<file path="src/ipf_consts.vh">
`ifndef IPF_CONSTS_VH
`define IPF_CONSTS_VH
// register offsets on the plain port
`define IPF_ADDR_SERIAL      4'h0
`define IPF_ADDR_PWM2        4'h1
// field positions
`define IPF_SERIAL_LSB       4
`define IPF_SERIAL_MSB       6
`define IPF_FAULT_A_LSB      8
`define IPF_FAULT_A_MSB      10
`define IPF_MAIN_LSB         4
`define IPF_MAIN_MSB         6
// reset values
`define IPF_SERIAL_RST       3'h4
`define IPF_FAULT_A_RST      3'h0
`define IPF_MAIN_RST         3'h4
`endif

</file>
<file path="src/ipf_top.v">
// Chosen here: the strobed register port and the register addresses.
`timescale 1ns/10ps
`include "ipf_consts.vh"
// Summary of operation
// fault A priority in bits 10..8
// main PWM priority in bits 6..4
// field value is priority level 1..7
// zero field disables its source
// unimplemented bits read zero, ignore writes
// serial error priority bits 6..4, reset 100
module ipf_top (
  input  wire        clock,
  input  wire        rst_b,
  input  wire [3:0]  addr,
  input  wire [15:0] wdata,
  input  wire        wr,
  input  wire        rd,
  output reg  [15:0] rdata,
  input  wire [2:0]  src_flag,
  input  wire [2:0]  src_enable,
  output wire [2:0]  src_request,
  output wire [8:0]  src_level
);

  // source slots in the packed priority bus
  localparam PRIO_W      = 3;
  localparam N_SRC       = 3;
  localparam SRC_SERIAL  = 0;
  localparam SRC_FAULT_A = 1;
  localparam SRC_MAIN    = 2;

  // reset release path
  reg         rst_s1;
  reg         rst_s2;
  wire        rst_int_b;

  // priority fields and their next values
  reg  [2:0]  serial_error_prio;
  reg  [2:0]  pwm2_fault_a_prio;
  reg  [2:0]  pwm2_main_prio;
  reg  [2:0]  next_serial_error_prio;
  reg  [2:0]  next_pwm2_fault_a_prio;
  reg  [2:0]  next_pwm2_main_prio;

  // bus decode
  reg         hit_serial;
  reg         hit_pwm2;
  reg         wr_serial;
  reg         wr_fault_a;
  reg         wr_main;
  reg         rd_serial;
  reg         rd_pwm2;

  // read views of the two registers
  reg  [15:0] view_serial;
  reg  [15:0] view_pwm2;
  reg  [15:0] next_rdata;

  // fields side by side for the gates
  wire [8:0]  prio_all;
  genvar      g;

  // two-flop release, all fields leave reset on one edge
  always @(posedge clock or negedge rst_b) begin
    if (!rst_b) begin
      rst_s1 <= 1'b0;
      rst_s2 <= 1'b0;
    end else begin
      rst_s1 <= 1'b1;
      rst_s2 <= rst_s1;
    end
  end

  assign rst_int_b = rst_s2;

  // unmapped offsets hit nothing
  always @* begin
    hit_serial = 1'b0;
    hit_pwm2   = 1'b0;
    case (addr)
      `IPF_ADDR_SERIAL: begin
        hit_serial = 1'b1;
      end
      `IPF_ADDR_PWM2: begin
        hit_pwm2 = 1'b1;
      end
      default: begin
        hit_serial = 1'b0;
        hit_pwm2   = 1'b0;
      end
    endcase
  end

  // write enables per field, none for unmapped offsets
  always @* begin
    wr_serial  = 1'b0;
    wr_fault_a = 1'b0;
    wr_main    = 1'b0;
    if (wr) begin
      wr_serial  = hit_serial;
      wr_fault_a = hit_pwm2;
      wr_main    = hit_pwm2;
    end
  end

  // read selects, at most one high
  always @* begin
    rd_serial = 1'b0;
    rd_pwm2   = 1'b0;
    if (rd) begin
      rd_serial = hit_serial;
      rd_pwm2   = hit_pwm2;
    end
  end

  // serial error field takes bits 6..4 only
  always @* begin
    if (wr_serial) begin
      next_serial_error_prio = wdata[`IPF_SERIAL_MSB:`IPF_SERIAL_LSB];
    end else begin
      next_serial_error_prio = serial_error_prio;
    end
  end

  // fault A field of the second register
  always @* begin
    if (wr_fault_a) begin
      next_pwm2_fault_a_prio = wdata[`IPF_FAULT_A_MSB:`IPF_FAULT_A_LSB];
    end else begin
      next_pwm2_fault_a_prio = pwm2_fault_a_prio;
    end
  end

  // main PWM field of the second register
  always @* begin
    if (wr_main) begin
      next_pwm2_main_prio = wdata[`IPF_MAIN_MSB:`IPF_MAIN_LSB];
    end else begin
      next_pwm2_main_prio = pwm2_main_prio;
    end
  end

  // field flops, reset gives the power-on levels
  always @(posedge clock or negedge rst_int_b) begin
    if (!rst_int_b) begin
      serial_error_prio <= `IPF_SERIAL_RST;
    end else begin
      serial_error_prio <= next_serial_error_prio;
    end
  end

  always @(posedge clock or negedge rst_int_b) begin
    if (!rst_int_b) begin
      pwm2_fault_a_prio <= `IPF_FAULT_A_RST;
    end else begin
      pwm2_fault_a_prio <= next_pwm2_fault_a_prio;
    end
  end

  always @(posedge clock or negedge rst_int_b) begin
    if (!rst_int_b) begin
      pwm2_main_prio <= `IPF_MAIN_RST;
    end else begin
      pwm2_main_prio <= next_pwm2_main_prio;
    end
  end

  // unimplemented positions stay low in both views
  always @* begin
    view_serial = 16'h0000;
    view_serial[`IPF_SERIAL_MSB:`IPF_SERIAL_LSB] = serial_error_prio;
  end

  // second register: fault A high, main PWM low
  always @* begin
    view_pwm2 = 16'h0000;
    view_pwm2[`IPF_FAULT_A_MSB:`IPF_FAULT_A_LSB] = pwm2_fault_a_prio;
    view_pwm2[`IPF_MAIN_MSB:`IPF_MAIN_LSB]       = pwm2_main_prio;
  end

  // read data stand one cycle, zero otherwise
  always @* begin
    next_rdata = 16'h0000;
    case ({rd_pwm2, rd_serial})
      2'b01: begin
        next_rdata = view_serial;
      end
      2'b10: begin
        next_rdata = view_pwm2;
      end
      default: begin
        next_rdata = 16'h0000;
      end
    endcase
  end

  // registered read port
  always @(posedge clock or negedge rst_int_b) begin
    if (!rst_int_b) begin
      rdata <= 16'h0000;
    end else begin
      rdata <= next_rdata;
    end
  end

  // packed as source index times field width
  assign prio_all[PRIO_W*SRC_SERIAL+PRIO_W-1:PRIO_W*SRC_SERIAL]   = serial_error_prio;
  assign prio_all[PRIO_W*SRC_FAULT_A+PRIO_W-1:PRIO_W*SRC_FAULT_A] = pwm2_fault_a_prio;
  assign prio_all[PRIO_W*SRC_MAIN+PRIO_W-1:PRIO_W*SRC_MAIN]       = pwm2_main_prio;

  // one gate per source turns field and flag into request
  generate
    for (g = 0; g < N_SRC; g = g + 1) begin : gate
      ipf_prio_gate u_gate (
        .prio    (prio_all[PRIO_W*g+PRIO_W-1:PRIO_W*g]),
        .flag    (src_flag[g]),
        .enable  (src_enable[g]),
        .request (src_request[g]),
        .level   (src_level[PRIO_W*g+PRIO_W-1:PRIO_W*g])
      );
    end
  endgenerate
endmodule // ipf_top

</file>
<file path="src/ipf_prio_gate.v">
`timescale 1ns/10ps
// turns a priority field into a gated request with its level
module ipf_prio_gate (
  input  wire [2:0] prio,
  input  wire       flag,
  input  wire       enable,
  output wire       request,
  output wire [2:0] level
);
  assign request = flag & enable & (prio != 3'h0);
  assign level   = prio;
endmodule // ipf_prio_gate

</file>
<file path="config.mk">
export PLATFORM = sky130hd
export DESIGN_NAME = ipf_top
export DESIGN_NICKNAME = d
export VERILOG_FILES = /design/src/ipf_top.v /design/src/ipf_prio_gate.v
export VERILOG_INCLUDE_DIRS = /design/src
export SDC_FILE = /design/constraint.sdc
export NUM_CORES = 1
export LEC_CHECK = 0
export BUFFER_PORTS_ARGS = -buffer_cell sky130_fd_sc_hd__buf_2
export CAP_MARGIN = 20
export CORE_MARGIN = 2
export CORE_UTILIZATION = 39
export DETAILED_ROUTE_END_ITERATION = 16
export HOLD_SLACK_MARGIN = 0.05
export PLACE_DENSITY = 0.77
export SYNTH_ARGS = -nofsm -noshare
export SYNTH_HDL_FRONTEND = slang
export SYNTH_SLANG_ARGS = --single-unit
</file>
<file path="constraint.sdc">
create_clock -name clock -period 1.2 [get_ports clock]
set_clock_uncertainty 0.15 [all_clocks]
set_input_delay 0.12 -clock clock [delete_from_list [all_inputs] [get_ports clock]]
set_output_delay 0.12 -clock clock [all_outputs]
set_load 0.02 [all_outputs]
</file>
==> summary.md, run 1 <==
| Metric | Value |
|---|---|
| Status | `complete, but fails checks` |
| Failing checks | `setup timing` |
| Share of cells above drive strength 1 | `0.638` |
| Crit-path cells | `o311a_1, buf_6` |
| Crit Path Max Fanout | `2` |
| P per Cell Area | `1380 nW/um^2` |
| Worst Hold Class | `primary input to register` |
| Seq cells post-synth | `17` |
| Int Pwr | `around 1.3 mW` |
| Die Wd | `49.7 um` |
| Core ar. | `between 1500 and 2000 um^2` |
| IO buf count | `37` |
| Worst-skew pair later-pin latency | `310 ps` |
| Synth warn | `0` |
| Max-cap viol count | `0` |
| Area Growth Syn to Fin | `68.7%` |
| Register area share after synthesis | `0.525` |
| Critical Path End Type | `output pin` |
| Syn Std Cell Area | `around 800 um^2` |
| Initial antenna violation count | `0` |
| Longest Clk Path Bufs | `2` |
| First-pass GRT wire length | `roughly 3700 um` |
| Tcrit/Tclk final | `1.27` |
| Setup TNS | `-1620 ps` |
| Final core occ | `0.702` |
| Setup Crit Path Kind | `register to output pin` |
| Routed wire length per instance | `15.5 um` |
| Die height | `between 40 and 50 um` |
| Clock power frac | `0.171` |
| Largest net degree at the start of global routing | `16` |
| Req. time, crit path | `930 ps` |
| Synth Instances | `64` |
| DRC viols | `0` |
| # rows | `16` |
| Clock slew at reported path FFs | `100 ps` |
| Achievable frequency | `656 MHz` |
| Total CTS buffers | `3` |
| Via count | `741` |
| Initial Utilization | `0.416` |
| TritonCTS clock tree | `built` |
| TritonRoute pass-1 iters | `4` |
| Post-DR vias/cell | `~4.7` |
| DRT iter0 DRCs | `21` |
| Final Hold Vio Count | `0` |
| Syn_area_per_cell | `12.7 um^2` |
| H-tree level count | `1` |
| DPL Wire Length | `1320 um` |
| Slowest cell on crit path | `dfrtp_2` |
| Sequential power share | `0.385` |
| Routed Wire Length | `2430 um` |
| Vias in the first global route | `728` |
| Switching power | `0.609 mW` |
| Crit path launch type | `register` |
| # diodes | `0` |
| Pins Over Slew Limit | `0` |
| Static Leak | `0.718 nW` |
| Die area | `2470 um^2` |
| Antenna Violating Nets Remaining | `0` |
| Final Worst Setup Slack | `-323 ps` |
| IO Pins | `58` |
| Global route overflow | `0` |
| # clock sinks | `17` |
| Sw Ratio | `0.322` |
| Fin crit period | `approximately 1500 ps` |
| Max stage delay on crit path | `420 ps` |
| Root Driver | `clkbuf_4` |
| Total GRT Usage | `0.205` |
| Unrepaired setup endpoints after global routing | `yes` |
| Placer's final routability congestion estimate | `roughly 0.81` |
| Worst vdd ir | `0.732 mV` |
| Count of cell types in the netlist | `16` |
| Final #Nets | `163` |
| Combinational Power Share | `0.445` |
| Final Setup Violations | `12` |
| Worst Path Arrival | `1250 ps` |
## worst paths after layout
| check | start | endpoint | slack (ps) | depth (start not counted) |
|---|---|---|---|---|
| max | pwm2_fault_a_prio[2] | src_request[1] | -320 | 2 |
| max in group asynchronous | rst_int_b | serial_error_prio[2] | 70 | 2 |
| min reg2reg | rst_s1 | rst_int_b | 210 | 0 |
| min | wr | serial_error_prio[0] | 60 | 3 |
| min in group asynchronous | rst_b | rst_s1 | 500 | 3 |
| max reg2reg | pwm2_main_prio[1] | pwm2_main_prio[1] | 10 | 3 |
## layout make-up
type	count	area [um^2]
well taps	27	33.8
clock buffers	4	26.3
multi-input cells	41	340
fillers	134	586
repair buffers	66	534
flip-flops and latches	17	434
inverters	2	7.51
## cell usage in the layout, fill, tap and decap left out, drive strengths merged
cell type and instances:
nand3 4, conb 11, mux2 9, a22oi 3, dfstp 2, inv 2, buf 57, dlygate4sd3 9
dfrtp 15, o311a 3, nor2b 1, and2 3, clkbuf 4, nor2 5, ha 2
## repair_timing
item | 4_1_cts | 5_1_grt
endpoints found under the hold margin | 24 | 0
pin swaps | 3 | 2
setup endpoints to repair | 10 | 15
setup buffers | 4 | 8
gates resized for setup | 31 | 10
hold buffers | 9 | 0
## sequential cells by signal (all words and copies together) (netlist names)
name               flops
pwm2_main_prio         3
rst_s1                 1
rdata                  6
pwm2_fault_a_prio      3
serial_error_prio      3
rst_int_b              1
## metrics by stage
step | hold WS [ps] | power (mW) | setup WS, ps | cell area [um^2] | cells
2_1_floorplan | -326 | 1.01 | -4.41 | 860 | 73
3_3_place_gp | -246 | 1.20 | -83.2 | 1050 | 134
3_5_place_dp | -243 | 1.21 | -134 | 1050 | 134
4_1_cts | 59.0 | 1.75 | -274 | 1300 | 151
5_1_grt | 64.8 | 1.97 | -331 | 1380 | 157
6_report | 56.0 | 1.89 | -323 | 1380 | 157
## power by group through the flow
stage                     Clock (mW)  Combinational [mW]  Sequential, mW
after detailed placement           0               0.491           0.723
after CTS                      0.323               0.716           0.716
after floorplan                    0               0.176           0.837
after global routing           0.361               0.883           0.729
after global placement             0               0.478           0.720
final                          0.323               0.842           0.728
## cells in the mapped netlist
| cell | instances | area [um^2] |
|---|---|---|
| mux2_2 | 9 | 101 |
| buf_4 | 13 | 97.6 |
| dfrtp_1 | 15 | 375 |
| dfstp_2 | 2 | 52.6 |
| nor2b_4 | 1 | 13.8 |
| and2_1 | 3 | 18.8 |
| ha_1 | 2 | 25.0 |
| nand3_2 | 1 | 10.0 |
| nand3_1 | 2 | 10.0 |
| a22oi_1 | 3 | 22.5 |
| conb_1 | 2 | 7.51 |
| nor2_4 | 1 | 11.3 |
| nor2_1 | 4 | 15.0 |
| inv_1 | 2 | 7.51 |
| nand3_4 | 1 | 17.5 |
| o311a_1 | 3 | 30.0 |
## critical path, delay by kind of cell, from the launching register on
kind                   cells  cell delay (ps)
flip-flops                 1              420
AO/OA/AOI/OAI              1              380
buffers and inverters      1              140
## cells by family after synthesis
family / count (synthesis) / share of synthesized area
other: 2 / 0.00921
muxes: 9 / 0.124
and+or+nand+nor: 13 / 0.118
adders and majority gates: 2 / 0.0307
DFF: 17 / 0.525
AOI/OAI and AO/OA: 6 / 0.0644
buffers and inverters: 15 / 0.129
## layer usage
| layer | vias up | share of wire | GRT usage |
|---|---|---|---|
| met3 | 7 | 0.056 | 0.0303 |
| met4 | 0 | 0.025 | 0.102 |
| met1 | 357 | 0.40 | 0.233 |
| met5 | - | 0 | 0 |
| met2 | 48 | 0.51 | 0.369 |
| li1 | 329 | - | - |
No activity file was read; power rests on OpenSTA's default activity.
==> inputs of run 2 (changes only) <==
--- a/config.mk
+++ b/config.mk
@@ -6,13 +6,14 @@
 export SDC_FILE = /design/constraint.sdc
 export NUM_CORES = 1
 export LEC_CHECK = 0
+export ABC_AREA = 1
 export BUFFER_PORTS_ARGS = -buffer_cell sky130_fd_sc_hd__buf_2
 export CAP_MARGIN = 20
 export CORE_MARGIN = 2
-export CORE_UTILIZATION = 39
+export CORE_UTILIZATION = 41
 export DETAILED_ROUTE_END_ITERATION = 16
 export HOLD_SLACK_MARGIN = 0.05
-export PLACE_DENSITY = 0.77
+export PLACE_DENSITY = 0.78
 export SYNTH_ARGS = -nofsm -noshare
 export SYNTH_HDL_FRONTEND = slang
 export SYNTH_SLANG_ARGS = --single-unit
==> summary.md, run 2 <==
| Metric | Value |
|---|---|
| Critical Path End Type | `output pin` |
| Final core occ | `0.674 (-0.0272)` |
| Final Worst Setup Slack | `-199 ps (+125 ps)` |
| Count of cell types in the netlist | `19 (+3)` |
| Slowest cell on crit path | `dfstp_2` |
| Area Growth Syn to Fin | `51.3%` |
| Placer's final routability congestion estimate | `0.752 (-6.7%)` |
| Routed wire length per instance | `11.5 um (-26%)` |
| Register area share after synthesis | `0.480 (-0.0449)` |
| Failing checks | `setup timing` |
| Achievable frequency | `715 MHz (+8.9%)` |
| Seq cells post-synth | `17 (unchanged)` |
| Largest net degree at the start of global routing | `16 (unchanged)` |
| Via count | `824 (+11%)` |
| Hold WS | `116 ps (+60.5 ps)` |
| Most frequent cells in the layout | `nand2_1 (30), buf_2 (27), dfrtp_1 (15), buf_4 (12)` |
| Unrepaired setup endpoints after global routing | `yes` |
| Tcrit/Tclk final | `1.17 (-0.104)` |
| Synth top area cells | `dfrtp_1 (42%), nand2_1 (13%), buf_4 (11%), nand4_1 (6.3%), dfstp_2 (5.9%)` |
| Req. time, crit path | `930 ps (about the same)` |
| Worst vdd ir | `0.760 mV (+3.9%)` |
| Placed Cells incl. Taps | `159 (+19%)` |
| Reg2Reg Depth | `4 (+1)` |
| TritonCTS clock tree | `built` |
| Share of cells above drive strength 1 | `0.423 (-0.215)` |
| Synth area leader | `dfrtp_1` |
| Synth warn | `0 (unchanged)` |
| Crit path from | `serial_error_prio[2]` |
| Final Hold Vio Count | `0 (unchanged)` |
| Die area | `2560 um^2 (+3.7%)` |
| Fin cells | `183 (+17%)` |
| # rows | `16 (unchanged)` |
| Finished Cell Area | `1350 um^2 (-1.9%)` |
| Top reg by flops | `rdata` |
| Global route overflow | `0 (unchanged)` |
| H-tree level count | `1 (unchanged)` |
| Setup TNS | `-960 ps (+660 ps)` |
| Root Driver | `clkbuf_4` |
| Global-route track usage on met3 | `0.0446 (+0.0143)` |
| Max reg flops | `6 (unchanged)` |
| Met2 usage in global routing | `0.296 (-0.0728)` |
| Static Leak | `0.747 nW (+4.0%)` |
| Synth Instances | `97 (+52%)` |
| Total GRT Usage | `0.166 (-0.0394)` |
| Critical R2R Launch | `pwm2_main_prio[2]` |
| Levels on crit path | `3 (+1)` |
| Post-synth EDFFs | `0 (unchanged)` |
| Most Crowded Layer GR | `met2` |
| Synth Flop Type | `dfrtp_1` |
| Vias in the first global route | `763 (+4.8%)` |
| Max-cap viol count | `0 (unchanged)` |
| Total CTS buffers | `3 (unchanged)` |
| Worst Hold Class | `primary input to register` |
| First-pass GRT wire length | `3060 um (-17%)` |
| Syn Std Cell Area | `892 um^2 (+9.4%)` |
| Worst setup path end | `src_request[0]` |
| Initial Utilization | `0.446 (+0.0298)` |
| Worst-skew pair later-pin latency | `290 ps (-20 ps)` |
| Fin crit period | `1400 ps (-125 ps)` |
| Status | `complete, but fails checks` |
| Die Wd | `50.6 um (+1.8%)` |
| Post-Place Cell Area | `1060 um^2 (+0.83%)` |
| Ys async rst share | `1.00 (unchanged)` |
| DRT iter0 DRCs | `13 (-38%)` |
| GR Util met1 | `0.178 (-0.0551)` |
| Core ar. | `2000 um^2 (+2.0%)` |
| Worst Path Arrival | `1130 ps (-120 ps)` |
| Crit Path Max Fanout | `2 (unchanged)` |
| Final #Nets | `189 (+16%)` |
| Die height | `50.6 um (+1.8%)` |
| CP delay by family, top | `flip-flops` |
| Most frequent cell after synthesis | `nand2_1` |
| # clock sinks | `17 (unchanged)` |
| Routed Wire Length | `2100 um (-13%)` |
| # diodes | `0 (unchanged)` |
| Clock slew at reported path FFs | `90 ps (about the same)` |
| Max stage delay on crit path | `560 ps (+140 ps)` |
| Post-DR vias/cell | `4.50 (-4.6%)` |
| Longest Clk Path Bufs | `2 (unchanged)` |
| Pins Over Slew Limit | `0 (unchanged)` |
| Setup Crit Path Kind | `register to output pin` |
| Syn_area_per_cell | `9.20 um^2 (-28%)` |
| Post-synth top cells | `nand2_1 (30), dfrtp_1 (15), buf_4 (13), nand4_1 (9), inv_1 (5)` |
| Initial antenna violation count | `0 (unchanged)` |
| Commonest non-fill, non-tap cell in the layout | `nand2_1` |
| FF-to-FF End | `rdata[6]` |
| DRC viols | `0 (unchanged)` |
| Top-area cell type share of the netlist area | `0.421 (-0.0394)` |
| Buf/Inv on CP | `1 (unchanged)` |
| Crit path launch type | `register` |
| Crit-path cells | `nor3_2, nor2_1, buf_4` |
| Final Setup Violations | `10 (-2)` |
| Internal reg-to-reg setup slack | `30 ps (+20 ps)` |
| Worst slack, placed | `-110 ps (+23.5 ps)` |
| P per Cell Area | `1220 nW/um^2 (-11%)` |
| IO Pins | `58 (unchanged)` |
| Antenna Violating Nets Remaining | `0 (unchanged)` |
| Total power | `1.65 mW (-13%)` |
| DPL Wire Length | `1320 um (about the same)` |
| TritonRoute pass-1 iters | `4 (unchanged)` |
| IO buf count | `37 (unchanged)` |
run 2: cell types whose count changed in the layout (fill, tap and decap cells not counted), moves of 5 or more:
cell     delta
buf_6      -10
dfrtp_2     -5
dfrtp_1     +5
mux2_2      -6
nand2_1    +30
nand4_1     +9
run 2: metal layers:
metal	share of wire	up-vias	routed length [um]
li1	-	409	-
met3	0.049	2	104
met1	0.39	375	815
met4	0.011	0	24
met2	0.55	38	1160
met5	0	-	0
run 2: cells by family (layout without fill, tap and decap cells):
family / count (synthesis) / count (layout) / share of synthesized area
other: 2 / 11 / 0.00842
flip-flops: 17 / 17 / 0.480
AO/OA/AOI/OAI: 3 / 3 / 0.0168
buffers and inverters: 21 / 71 / 0.153
adder cells (fa/ha/maj): 2 / 2 / 0.0280
AND/OR/NAND/NOR: 52 / 52 / 0.314
run 2: worst min path at each step:
stage	startpoint	to	slack (ps)	cells after the start
after floorplan	rst_b	rst_int_b	-330	0
after global placement	rst_b	rst_s1	-240	1
after detailed placement	rst_b	rst_int_b	-240	1
after CTS	addr[2]	pwm2_main_prio[2]	110	5
after global routing	addr[0]	serial_error_prio[2]	140	5
final	addr[0]	serial_error_prio[2]	120	5
run 2: final cells by class:
type                    instances  area [um^2]
clock buffers                   4         26.3
multi-input cells              68          380
well taps                      27         33.8
repair buffers                 61          459
flip-flops and latches         17          428
inverters                       6         22.5
fillers                       154          652
run 2: worst reg2reg max path, cell delays in order (launching register included):
cell and delay [ps]:
dfstp_2 560, buf_4 120, buf_4 110, nand2_1 60, a21oi_2 120
run 2: timing repair:
item | 4_1_cts | 5_1_grt
setup buffers | 7 | 2
endpoints found under the hold margin | 24 | 3
hold buffers | 11 | 1
setup endpoints to repair | 5 | 14
pin swaps | 0 | 2
resized for setup | 15 | 10
run 2: power breakdown:
group / total (mW) / internal (mW) / switching (mW)
Clock: 0.306 / 0.129 / 0.177
Combinational: 0.623 / 0.314 / 0.309
Sequential: 0.723 / 0.649 / 0.0731
==> inputs of run 3 (changes only) <==
--- a/config.mk
+++ b/config.mk
@@ -10,10 +10,10 @@
 export BUFFER_PORTS_ARGS = -buffer_cell sky130_fd_sc_hd__buf_2
 export CAP_MARGIN = 20
 export CORE_MARGIN = 2
-export CORE_UTILIZATION = 41
+export CORE_UTILIZATION = 40
 export DETAILED_ROUTE_END_ITERATION = 16
 export HOLD_SLACK_MARGIN = 0.05
-export PLACE_DENSITY = 0.78
+export PLACE_DENSITY = 0.77
 export SYNTH_ARGS = -nofsm -noshare
 export SYNTH_HDL_FRONTEND = slang
 export SYNTH_SLANG_ARGS = --single-unit
==> summary.md, run 3 (same netlist as run 2, synthesis figures left out) <==
| Metric | Value |
|---|---|
| Sw Ratio | `0.343 (+0.00449)` |
| Req. time, crit path | `930 ps (about the same)` |
| IO Pins | `58 (unchanged)` |
| Core ar. | `2170 um^2 (+8.4%)` |
| Static Leak | `0.769 nW (+2.9%)` |
| Crit-path cells | `nor3_2, nor2_1, buf_2` |
| Global route overflow | `0 (unchanged)` |
| Die height | `51.2 um (+1.1%)` |
| Post-DR vias/cell | `4.62 (+2.7%)` |
| Top reg by flops | `rdata` |
| Post-Place Cell Area | `1070 um^2 (+0.83%)` |
| Critical Path End Type | `output pin` |
| TritonRoute pass-1 iters | `4 (unchanged)` |
| Initial Utilization | `0.411 (-0.0344)` |
| Via count | `869 (+5.5%)` |
| Die Wd | `51.2 um (+1.1%)` |
| Clock power frac | `0.182 (-0.003)` |
| P per Cell Area | `1230 nW/um^2 (+0.24%)` |
| Routed Wire Length | `2270 um (+8.1%)` |
| Final Setup Violations | `8 (-2)` |
| Hold WS | `103 ps (-13.0 ps)` |
| TritonCTS clock tree | `built` |
| Max stage delay on crit path | `420 ps (-140 ps)` |
| Antenna Violating Nets Remaining | `0 (unchanged)` |
| Most frequent cells in the layout | `nand2_1 (29), buf_2 (29), buf_4 (16), dfrtp_1 (15), conb_1 (11)` |
| Worst vdd ir | `0.676 mV (-11%)` |
| DPL Wire Length | `1340 um (+1.4%)` |
| # clock sinks | `17 (unchanged)` |
| Sequential power share | `0.424 (-0.014)` |
| Initial antenna violation count | `0 (unchanged)` |
| Root Driver | `clkbuf_4` |
| Total CTS buffers | `3 (unchanged)` |
| Tcrit/Tclk final | `1.19 (+0.0235)` |
| IO buf count | `37 (unchanged)` |
| Crit path from | `pwm2_fault_a_prio[2]` |
| Fin cells | `188 (+2.7%)` |
| Max reg flops | `6 (unchanged)` |
| Crit Path Max Fanout | `2 (unchanged)` |
| Final #Nets | `193 (+2.1%)` |
| Slowest cell on crit path | `dfrtp_1` |
| Finished Cell Area | `1370 um^2 (+1.8%)` |
| Share of cells above drive strength 1 | `0.456 (+0.0332)` |
| # rows | `17 (+1)` |
| Critical R2R Launch | `serial_error_prio[2]` |
| Fin crit period | `1430 ps (+28.2 ps)` |
| Worst-skew pair later-pin latency | `300 ps (about the same)` |
| Final Hold Vio Count | `0 (unchanged)` |
| Final Worst Setup Slack | `-227 ps (-28.2 ps)` |
| Int Pwr | `1.11 mW (+1.3%)` |
| Clock slew at reported path FFs | `100 ps (about the same)` |
| DRC viols | `0 (unchanged)` |
| Placer's final routability congestion estimate | `0.731 (-2.8%)` |
| Crit path launch type | `register` |
| Fill cells | `166 (+7.8%)` |
| Total GRT Usage | `0.155 (-0.0104)` |
| Unrepaired setup endpoints after global routing | `yes` |
| Largest net degree at the start of global routing | `16 (unchanged)` |
| Die area | `2620 um^2 (+2.3%)` |
| H-tree level count | `1 (unchanged)` |
| Achievable frequency | `701 MHz (-2.0%)` |
| Setup Crit Path Kind | `register to output pin` |
| Total power | `1.68 mW (+2.0%)` |
| Routed wire length per instance | `12.1 um (+5.2%)` |
| Pins Over Slew Limit | `0 (unchanged)` |
| Failing checks | `setup timing` |
| # diodes | `0 (unchanged)` |
| Status | `complete, but fails checks` |
| Switching power | `0.578 mW (+3.4%)` |
| Max-cap viol count | `0 (unchanged)` |
| First-pass GRT wire length | `3020 um (-1.3%)` |
| Area Growth Syn to Fin | `54.0%` |
| Worst Hold Class | `primary input to register` |
| Worst slack, placed | `-54.7 ps (+55.5 ps)` |
| Longest Clk Path Bufs | `2 (unchanged)` |
| Worst Path Arrival | `1160 ps (+30 ps)` |
| Vias in the first global route | `739 (-3.1%)` |
| Placed Cells incl. Taps | `161 (+1.3%)` |
| Combinational Power Share | `0.394 (+0.017)` |
| DRT iter0 DRCs | `24 (+11)` |
| Hold Startpoint | `addr[0]` |
==> run 3: metal layers <==
layer	routed length [um]	vias up	track usage	part of all wire
met1	843	417	0.171	0.37
met3	100	4	0.00877	0.044
li1	-	419	-	-
met5	0	-	0	0
met4	44	0	0.118	0.019
met2	1290	29	0.277	0.57
==> run 3: cell type report <==
class                           instances  area [um^2]  share of cell area
Sequential cell                        17          428               0.311
Clock inverter                          1         5.00             0.00364
Multi-Input combinational cell         68          383               0.279
Timing Repair Buffer                   65          478               0.348
Tap cell                               28         35.0              0.0255
Clock buffer                            3         22.5              0.0164
Inverter                                6         22.5              0.0164
==> run 3: power groups by stage <==
stage / Sequential (mW) / Combinational, mW / Clock (mW)
final: 0.714 / 0.663 / 0.307
after global routing: 0.724 / 0.708 / 0.347
after CTS: 0.707 / 0.545 / 0.311
after global placement: 0.725 / 0.369 / 0
after detailed placement: 0.726 / 0.374 / 0
after floorplan: 0.804 / 0.187 / 0
==> run 3: worst max-delay path, delay by kind of cell (launching register included) <==
kind                   cells  cell delay (ps)
DFF                        1              420
and+or+nand+nor            2              280
buffers and inverters      1              160
==> run 3: what timing repair did <==
action                                 4_1_cts  5_1_grt
setup endpoints to repair                    5       13
gates resized for setup                     16        8
endpoints found under the hold margin       19        0
pin swaps                                    2        2
hold buffers                                10        0
setup buffers                                6        9
==> run 3: final timing paths <==
kind	slack, ps	cells past startpoint	end
worst min-delay path	100	5	serial_error_prio[2]
worst max-delay path	-230	3	src_request[1]
worst max register to register	50	4	rdata[6]
min in group asynchronous	520	3	rst_int_b
max in group asynchronous	60	2	serial_error_prio[2]
worst min register to register	210	0	rst_int_b
==> run 3: stage by stage <==
stage | setup TNS, ps | util
3_5_place_dp | -191 | 0.493
4_1_cts | -781 | 0.597
3_3_place_gp | -50.1 | 0.493
6_report | -981 | 0.633
2_1_floorplan | 0 | -
5_1_grt | -1380 | 0.633
